--- config.mk ---
export PLATFORM = sky130hd
export DESIGN_NAME = oxy_alarm_ctrl
export DESIGN_NICKNAME = d
export VERILOG_FILES = /design/src/verilog/oxy_pkg.sv /design/src/verilog/loop_if.sv /design/src/verilog/loop_scaler.sv /design/src/verilog/oxy_alarm_ctrl.sv
export SDC_FILE = /design/constraint.sdc
export NUM_CORES = 1
export LEC_CHECK = 0
export BUFFER_PORTS_ARGS = -buffer_cell sky130_fd_sc_hd__buf_4
export CAP_MARGIN = 20
export CORE_MARGIN = 2
export CORE_UTILIZATION = 45
export CTS_CLUSTER_DIAMETER = 200
export CTS_CLUSTER_SIZE = 30
export DETAILED_ROUTE_END_ITERATION = 16
export PLACE_DENSITY_LB_ADDON = 0.08
export RECOVER_POWER = 50
export SLEW_MARGIN = 10
export SYNTH_ARGS = -nofsm -noshare
export SYNTH_HDL_FRONTEND = slang
export SYNTH_SLANG_ARGS = --single-unit
export TNS_END_PERCENT = 5
--- constraint.sdc ---
create_clock -name mclk -period 2.8 [get_ports mclk]
set_input_delay 0.28 -clock mclk [delete_from_list [all_inputs] [get_ports mclk]]
set_output_delay 0.28 -clock mclk [all_outputs]
set_load 0.01 [all_outputs]
--- src/verilog/oxy_pkg.sv ---
// Package: constants and types for the oxygen alarm/output control block.
// Assumes the concentration arrives as signed hundredths of a vol%.
package oxy_pkg;

  // ----------------------------------------
  // Clock and timing
  // ----------------------------------------
  localparam int unsigned CLK_HZ = 100_000_000;
  localparam int unsigned ALARM_DELAY_S = 2;
  localparam int unsigned ALARM_DELAY_CYC = ALARM_DELAY_S * CLK_HZ;
  localparam int unsigned ALT_PERIOD_MS = 1000;
  localparam int unsigned ALT_PERIOD_CYC = ALT_PERIOD_MS * (CLK_HZ / 1000);

  // ----------------------------------------
  // Concentration scale, 0.01 vol% units
  // ----------------------------------------
  localparam int CONC_W = 16;
  localparam logic signed [15:0] FULL_SCALE = 16'sh09C4;
  localparam logic signed [15:0] NOMINAL_AIR = 16'sh082A;
  localparam logic signed [15:0] SUPPRESS_BAND_RST = 16'sh0032;
  localparam logic signed [15:0] NEG_BAND = 16'sh00FA;

  // ----------------------------------------
  // Loop current codes, 0.01 mA units
  // ----------------------------------------
  localparam logic [15:0] LOOP_4MA = 16'h0190;
  localparam logic [15:0] LOOP_SPAN = 16'h0640;
  localparam logic [15:0] LOOP_20P5MA = 16'h0802;
  localparam logic [15:0] LOOP_21P5MA = 16'h0866;
  localparam logic [15:0] LOOP_0P5MA = 16'h0032;

  // ----------------------------------------
  // Display selection
  // ----------------------------------------
  typedef enum logic [2:0] {
    DISP_CONC = 3'b000,
    DISP_OVER = 3'b001,
    DISP_WARN = 3'b010,
    DISP_FAULT = 3'b011,
    DISP_NEG_ZERO = 3'b100
  } disp_sel_t;

  // ----------------------------------------
  // Operating modes
  // ----------------------------------------
  typedef enum logic [2:0] {
    MODE_DETECT = 3'b000,
    MODE_USER = 3'b001,
    MODE_MAINT = 3'b010,
    MODE_ALARM_TEST = 3'b011,
    MODE_INHIBIT = 3'b100
  } op_mode_t;

  typedef enum logic [1:0] {
    ST_INIT_CLEAR = 2'b00,
    ST_RUN = 2'b01,
    ST_FAULT = 2'b10
  } run_state_t;

endpackage

--- src/verilog/loop_if.sv ---
// Interface: carries the reading and the scaled loop current between modules.
// Assumes both ends sit on the same clock.
`timescale 1ns/100ps
`default_nettype none
interface loop_if;
  import oxy_pkg::*;
  logic signed [15:0] conc;
  logic [15:0] loop_code;
  modport scaler (input conc, output loop_code);
  modport user (output conc, input loop_code);
endinterface
`default_nettype wire

--- src/verilog/loop_scaler.sv ---
// Loop scaler: linear map of concentration onto the 4-20 mA span.
// Assumes conc in 0.01 vol%, full scale at FULL_SCALE.
`timescale 1ns/100ps
`default_nettype none
module loop_scaler
  import oxy_pkg::*;
(
  loop_if.scaler lp
);

  logic [31:0] prod;
  logic [15:0] clipped;

  // ----------------------------------------
  // Clamp then scale
  // ----------------------------------------
  always_comb begin
    if (lp.conc < 16'sh0000) begin
      clipped = 16'h0000;
    end else if (lp.conc > FULL_SCALE) begin
      clipped = 16'(FULL_SCALE);
    end else begin
      clipped = 16'(lp.conc);
    end
    prod = (32'(clipped) * 32'(LOOP_SPAN)) / 32'(FULL_SCALE);
    lp.loop_code = 16'(prod[15:0] + LOOP_4MA);
  end

endmodule
`default_nettype wire

--- src/verilog/oxy_alarm_ctrl.sv ---
// Top: alarm latch, lamps, display selection and loop current choice.
// Assumes conc is a sampled reading on mclk; keys and pins synchronised here.
//
// Functional notes
// - Alarm and red lamp at or below setpoint
// - Alarm stays latched after recovery
// - Only key press clears latched alarm
// - Two-second alarm delay, can be disabled
// - Over-range shows over-scale pattern
// - Green power lamp steadily on
// - Fault: yellow lamp, fault message shown
// - Fault recovery reruns initial clear
// - Over-temperature alternates reading and warning code
// - Maintenance, init, inhibit drive fixed level
// - Fault drives fixed 0.5 mA
// - Above full scale drives 20.5 mA max
// - Normal states drive proportional 4-20 mA
// - Alarm test: proportional or fixed 4 mA
// - Inhibit/init level from maintenance setting
// - Suppress band around 20.9 outside maintenance
// - Maintenance shows unsuppressed reading
// - Negative readings suppressed; deep ones show -0.0
`timescale 1ns/100ps
`default_nettype none
module oxy_alarm_ctrl
  import oxy_pkg::*;
#(
  parameter int unsigned ALARM_DELAY = ALARM_DELAY_CYC,
  parameter int unsigned ALT_PERIOD = ALT_PERIOD_CYC,
  parameter int unsigned INIT_CYC = 1000
) (
  input wire logic mclk,
  input wire logic rst_b,
  input wire logic signed [15:0] conc,
  input wire logic conc_valid,
  input wire logic signed [15:0] alarm_setpoint,
  input wire logic alarm_enable,
  input wire logic alarm_delay_enable,
  input wire logic signed [15:0] suppress_band,
  input wire logic [2:0] op_mode,
  input wire logic test_output_on,
  input wire logic [15:0] maint_output_code,
  input wire logic fault_detect,
  input wire logic [7:0] fault_code_in,
  input wire logic temp_out_of_range,
  input wire logic reset_key,
  output logic power_lamp,
  output logic alarm_lamp,
  output logic fault_lamp,
  output logic alarm_active,
  output logic [2:0] disp_sel,
  output logic signed [15:0] disp_value,
  output logic [7:0] fault_code,
  output logic [15:0] loop_code,
  output logic init_active
);

  // ----------------------------------------
  // Input synchronisers
  // ----------------------------------------
  logic [1:0] key_sync;
  logic [1:0] fault_sync;
  logic [1:0] temp_sync;
  logic key_prev;
  logic key_press;

  always_ff @(posedge mclk or negedge rst_b) begin
    if (!rst_b) begin
      key_sync <= 2'b00;
      fault_sync <= 2'b00;
      temp_sync <= 2'b00;
    end else begin
      key_sync <= {key_sync[0], reset_key};
      fault_sync <= {fault_sync[0], fault_detect};
      temp_sync <= {temp_sync[0], temp_out_of_range};
    end
  end

  always_ff @(posedge mclk or negedge rst_b) begin
    if (!rst_b) begin
      key_prev <= 1'b0;
    end else begin
      key_prev <= key_sync[1];
    end
  end

  assign key_press = key_sync[1] & ~key_prev;

  // ----------------------------------------
  // Run state: initial clear, run, fault
  // ----------------------------------------
  run_state_t state;
  run_state_t next_state;
  logic [31:0] init_cnt;
  logic init_done;

  assign init_done = (init_cnt >= INIT_CYC - 1);

  always_comb begin
    next_state = state;
    case (state)
      ST_INIT_CLEAR: begin
        if (fault_sync[1]) begin
          next_state = ST_FAULT;
        end else if (init_done) begin
          next_state = ST_RUN;
        end
      end
      ST_RUN: begin
        if (fault_sync[1]) begin
          next_state = ST_FAULT;
        end
      end
      ST_FAULT: begin
        if (!fault_sync[1]) begin
          next_state = ST_INIT_CLEAR;
        end
      end
      default: begin
        next_state = ST_INIT_CLEAR;
      end
    endcase
  end

  always_ff @(posedge mclk or negedge rst_b) begin
    if (!rst_b) begin
      state <= ST_INIT_CLEAR;
    end else begin
      state <= next_state;
    end
  end

  always_ff @(posedge mclk or negedge rst_b) begin
    if (!rst_b) begin
      init_cnt <= 32'h0000_0000;
    end else if (state != ST_INIT_CLEAR) begin
      init_cnt <= 32'h0000_0000;
    end else if (!init_done) begin
      init_cnt <= init_cnt + 32'h0000_0001;
    end
  end

  // ----------------------------------------
  // Alarm qualification and latch
  // ----------------------------------------
  logic below_set;
  logic [31:0] delay_cnt;
  logic delay_done;
  logic alarm_latch;

  // Comparison uses the raw reading so suppression never hides a real low
  assign below_set = alarm_enable && conc_valid && (conc <= alarm_setpoint);
  assign delay_done = !alarm_delay_enable || (delay_cnt >= ALARM_DELAY - 1);

  always_ff @(posedge mclk or negedge rst_b) begin
    if (!rst_b) begin
      delay_cnt <= 32'h0000_0000;
    end else if (!below_set || state != ST_RUN) begin
      delay_cnt <= 32'h0000_0000;
    end else if (!delay_done) begin
      delay_cnt <= delay_cnt + 32'h0000_0001;
    end
  end

  // Set wins over a key press in the same cycle
  always_ff @(posedge mclk or negedge rst_b) begin
    if (!rst_b) begin
      alarm_latch <= 1'b0;
    end else if (state == ST_RUN && below_set && delay_done) begin
      alarm_latch <= 1'b1;
    end else if (key_press) begin
      alarm_latch <= 1'b0;
    end else begin
      alarm_latch <= alarm_latch;
    end
  end

  // ----------------------------------------
  // Lamps and fault code
  // ----------------------------------------
  always_ff @(posedge mclk or negedge rst_b) begin
    if (!rst_b) begin
      power_lamp <= 1'b0;
      alarm_lamp <= 1'b0;
      fault_lamp <= 1'b0;
      alarm_active <= 1'b0;
      fault_code <= 8'h00;
      init_active <= 1'b1;
    end else begin
      power_lamp <= 1'b1;
      alarm_lamp <= alarm_latch;
      alarm_active <= alarm_latch;
      fault_lamp <= (state == ST_FAULT);
      fault_code <= (state == ST_FAULT) ? fault_code_in : 8'h00;
      init_active <= (state == ST_INIT_CLEAR);
    end
  end

  // ----------------------------------------
  // Warning alternation tick
  // ----------------------------------------
  logic [31:0] alt_cnt;
  logic alt_phase;

  always_ff @(posedge mclk or negedge rst_b) begin
    if (!rst_b) begin
      alt_cnt <= 32'h0000_0000;
      alt_phase <= 1'b0;
    end else if (!temp_sync[1]) begin
      alt_cnt <= 32'h0000_0000;
      alt_phase <= 1'b0;
    end else if (alt_cnt >= ALT_PERIOD - 1) begin
      alt_cnt <= 32'h0000_0000;
      alt_phase <= ~alt_phase;
    end else begin
      alt_cnt <= alt_cnt + 32'h0000_0001;
    end
  end

  // ----------------------------------------
  // Reading suppression
  // ----------------------------------------
  function automatic logic signed [15:0] abs16(input logic signed [15:0] v);
    abs16 = (v < 16'sh0000) ? 16'(-v) : v;
  endfunction

  logic maint;
  logic signed [15:0] shown;
  logic deep_neg;
  logic over_scale;

  assign maint = (op_mode == MODE_MAINT);
  assign over_scale = (conc > FULL_SCALE);
  assign deep_neg = (conc < 16'sh0000) && (abs16(conc) >= NEG_BAND);

  always_comb begin
    shown = conc;
    if (!maint) begin
      if (abs16(16'(conc - NOMINAL_AIR)) <= suppress_band) begin
        shown = NOMINAL_AIR;
      end else if (conc < 16'sh0000) begin
        shown = 16'sh0000;
      end
    end
  end

  // ----------------------------------------
  // Display selection
  // ----------------------------------------
  always_ff @(posedge mclk or negedge rst_b) begin
    if (!rst_b) begin
      disp_sel <= DISP_CONC;
      disp_value <= 16'sh0000;
    end else begin
      disp_value <= shown;
      if (state == ST_FAULT) begin
        disp_sel <= DISP_FAULT;
      end else if (over_scale) begin
        disp_sel <= DISP_OVER;
      end else if (deep_neg) begin
        disp_sel <= DISP_NEG_ZERO;
      end else if (temp_sync[1] && alt_phase) begin
        disp_sel <= DISP_WARN;
      end else begin
        disp_sel <= DISP_CONC;
      end
    end
  end

  // ----------------------------------------
  // Loop current selection
  // ----------------------------------------
  loop_if lp ();
  loop_scaler u_scaler (
    .lp(lp.scaler)
  );
  assign lp.conc = conc;

  logic [15:0] next_loop;

  always_comb begin
    next_loop = lp.loop_code;
    if (state == ST_FAULT) begin
      next_loop = LOOP_0P5MA;
    end else if (state == ST_INIT_CLEAR || op_mode == MODE_INHIBIT) begin
      next_loop = maint_output_code;
    end else if (maint) begin
      next_loop = LOOP_21P5MA;
    end else if (op_mode == MODE_ALARM_TEST && !test_output_on) begin
      next_loop = LOOP_4MA;
    end else if (over_scale) begin
      next_loop = LOOP_20P5MA;
    end
  end

  always_ff @(posedge mclk or negedge rst_b) begin
    if (!rst_b) begin
      loop_code <= LOOP_21P5MA;
    end else begin
      loop_code <= next_loop;
    end
  end

endmodule
`default_nettype wire

==> summary.json <==
{
  "logic_synthesis": {
    "synth-seq-cells": 154,
    "postSynth.topFlopCell": "sky130_fd_sc_hd__dfrtp_1",
    "yosysTopAreaCellShare": 0.177,
    "synthCells": 2723,
    "ys_seq_area_frac": 0.185,
    "synthesis.area_sq_um": 20900,
    "synth_cell_type_count": 146,
    "synth.yosys.warnings": 0,
    "async_reset_ff_frac": 1.00,
    "yosys-top-cells-area": "sky130_fd_sc_hd__dfrtp_1 18%, sky130_fd_sc_hd__ha_1 5.8%, sky130_fd_sc_hd__xnor2_1 5.4%",
    "postSynthAreaPerCell_sq_um": 7.67,
    "synth_edf_count": 0,
    "synth_top_cell_by_area": "sky130_fd_sc_hd__dfrtp_1"
  },
  "sta": {
    "report.final.setup_viol": 37,
    "final_max_slew_viol_count": 0,
    "setup_slack_ns": -13.80,
    "hold_viol": 0,
    "part_of_the_cycle_the_worst_path_needs": 5.93,
    "tns_ns": -179.14,
    "timing.fmax_ghz": 0.0603,
    "worst_clock_skew_ns": 0.0197,
    "worst_slew_pin_slew_ns": 1.36,
    "rsz_0062_raised_after_global_routing": "true",
    "timing.hold.ws_ns": 0.0314,
    "max-slew-margin-rel": 0.0916,
    "final_period_minus_worst_setup_slack_ns": 16.60
  },
  "global_routing": {
    "gr-total-overflow": 0,
    "grt_start_max_net_pins": 56,
    "first_pass_grt_wire_length_um": 132000,
    "global_route.usage.total": 0.338,
    "via_count_of_the_first_global_routing_pass": 25400,
    "antenna_found_initial": 0
  },
  "route": {
    "detail_route.iter0.violations": 1866,
    "detail_route.vias_per_cell": 5.97,
    "drcViolationCount": 0,
    "ant_nets": 0,
    "finalWirelength_um": 82600,
    "first_pass_iters": 6,
    "routed_wire_length_per_instance_um": 19.1,
    "detailroute.via_count": 25900
  },
  "setup_path": {
    "critical_path_peak_fanout": 10,
    "timing_worst_setup_path_type": "primary input to flop",
    "required_ns": 3.16,
    "end_kind": "flop",
    "worst_path_largest_cell_delay_ns": 0.58,
    "worst_ep_arrival_time_ns": 16.96,
    "startpoint_type": "primary input",
    "crit_path_top_delay_cell": "sky130_fd_sc_hd__or4_4",
    "setup_slack_of_the_worst_register_to_register_path_ns": -0.10,
    "cpMostUsedCell": "sky130_fd_sc_hd__buf_4"
  },
  "clocking": {
    "cts-buffers-inserted": 17,
    "clk_pin_slew_worst_paths_ns": 0.08,
    "cts.path.max_buffers": 2,
    "insertion_delay_ns": 0.47,
    "cts.sink_count": 154,
    "clock_tree.root_cell": "sky130_fd_sc_hd__clkbuf_16",
    "clock_tree_from_tritoncts": "built",
    "cts_htree_levels": 4
  },
  "cells_and_area": {
    "area_of_the_multi_input_gates_sq_um": 17600,
    "layout-area-overhead-vs-synth_pct": 50.1,
    "layout-drive-gt1-share": 0.388,
    "num-fill-cells": 3880,
    "num-nets-final": 3905,
    "seq_area_sq_um": 3860,
    "antenna-diode-count": 0,
    "finish.cell_count_without_fillers": 4328
  },
  "outcome": {
    "violations": "setup timing",
    "status": "finished, violations left"
  },
  "hold_path": {
    "min-delay-path-class": "primary input to flop"
  },
  "flow_run": {
    "maxCapViolCount": 0
  },
  "floorplanning": {
    "std_cell_rows": 78,
    "die_x_um": 219,
    "core-area_sq_um": 45600,
    "io_pins": 132,
    "die_area_sq_um": 48100,
    "floorplan.initialDensity": 0.458,
    "chipHeight_um": 219
  },
  "place": {
    "placedCellCount": 4230,
    "number_of_port_buffers": 131,
    "place.gp.congestion": 0.979,
    "hpwl_um": 66600
  }
}
## placed cells by master (no fill, tap or decap), types with 25 or more instances in the layout
cell	synthesis	layout
sky130_fd_sc_hd__a21o_1	45	43
sky130_fd_sc_hd__a21oi_1	171	150
sky130_fd_sc_hd__a31oi_1	49	44
sky130_fd_sc_hd__and2_1	56	51
sky130_fd_sc_hd__and3_1	57	50
sky130_fd_sc_hd__buf_4	8	1020
sky130_fd_sc_hd__dfrtp_1	148	148
sky130_fd_sc_hd__ha_1	96	84
sky130_fd_sc_hd__inv_1	110	105
sky130_fd_sc_hd__mux2i_1	32	25
sky130_fd_sc_hd__nand2_1	232	219
sky130_fd_sc_hd__nand3_1	120	117
sky130_fd_sc_hd__nand4_1	52	52
sky130_fd_sc_hd__nor2_1	289	279
sky130_fd_sc_hd__nor3_1	83	71
sky130_fd_sc_hd__o211ai_1	29	29
sky130_fd_sc_hd__o21ai_0	86	74
sky130_fd_sc_hd__o21ai_1	29	29
sky130_fd_sc_hd__or3_1	34	31
sky130_fd_sc_hd__xnor2_1	129	122
sky130_fd_sc_hd__xor2_1	79	74
## critical path, delay by kind of cell
kind | cells | cell delay (ns)
compound gates | 32 | 7.40
simple gates | 23 | 5.24
buf+inv | 14 | 1.87
fa+ha+maj | 6 | 1.70
xor+xnor | 1 | 0.22
mux | 1 | 0.17
## registers in the layout, indices dropped and copies added, names as in the netlist, 2 cells and up
| signal | cells |
|---|---|
| key_sync | 2 |
| fault_sync | 2 |
| delay_cnt | 32 |
| alt_cnt | 32 |
| disp_value | 16 |
| fault_code | 8 |
| temp_sync | 2 |
| init_cnt | 32 |
| disp_sel | 3 |
| state | 2 |
| loop_code | 16 |
## cell families (layout without fill, tap and decap cells)
family	count (synthesis)	in the layout	synth area share
simple gates	1140	1140	0.280
compound gates	846	846	0.309
xor+xnor	220	220	0.0966
buf+inv	214	1205	0.0423
flops	154	154	0.185
fa+ha+maj	106	106	0.0671
mux	41	41	0.0202
other cells	2	16	0.000360
## worst paths after layout
kind / start / to / cells after the start
max reg2reg: delay_cnt[5] / delay_cnt[19] / 15
min reg2reg: key_sync[0] / key_sync[1] / 0
max in group asynchronous: rst_b / init_cnt[16] / 3
min: fault_code_in[0] / fault_code[0] / 2
min in group asynchronous: rst_b / delay_cnt[12] / 2
max: conc[13] / loop_code[0] / 77
## cell usage after synthesis, drive strengths merged, types with 11 or more instances
library cell  number
a41oi             19
o21ai            119
nor3              89
clkbuf            58
o21a              24
or2               30
o211a             18
a21oi            180
o31ai             30
or4               21
o2111ai           19
o31a              14
a31o              12
nand2            234
a21o              45
o211ai            39
a211o             19
a211oi            42
xnor2            136
nor4              39
buf               42
and4              14
dfrtp            148
nor2             294
a2111oi           12
nor3b             15
nand3            122
or3               35
o311ai            11
and2              60
nand4             52
nand2b            26
a311oi            13
ha                96
o22ai             15
a21boi            17
a22oi             22
inv              113
nor2b             24
mux2i             32
xor2              84
and3              57
a31oi             50
## metal layers
layer,vias up,track usage,part of all wire
met3,162,0.0439,0.062
li1,12300,-,-
met2,895,0.586,0.48
met5,-,0,0
met1,12500,0.430,0.43
met4,0,0.113,0.031
## timing repair
| action | in CTS | in global routing |
|---|---|---|
| pin swaps | 66 | 38 |
| resized for setup | 122 | 68 |
| hold endpoints to repair | 48 | 0 |
| setup buffers | 47 | 15 |
| hold buffers | 4 | 0 |
| setup endpoints to repair | 56 | 59 |
## per-stage QoR
step / worst slack (ns) / util / cell area, sq um
3_5_place_dp: -14.76 / 0.644 / 29400
5_1_grt: -14.46 / 0.688 / 31300
2_1_floorplan: -14.22 / - / 21600
3_3_place_gp: -14.74 / 0.644 / 29400
4_1_cts: -13.49 / 0.681 / 31000
6_report: -13.80 / 0.688 / 31300
## layout make-up
type	count	share of cell area
Inverter	114	0.0139
Tap cell	600	0.0239
Timing Repair Buffer	1059	0.256
Clock inverter	15	0.00647
Clock buffer	17	0.0136
Multi-Input combinational cell	2369	0.563
Sequential cell	154	0.123
Power is not shown: default switching activity piles up to over one toggle a cycle in this logic, so the estimate is an artifact.
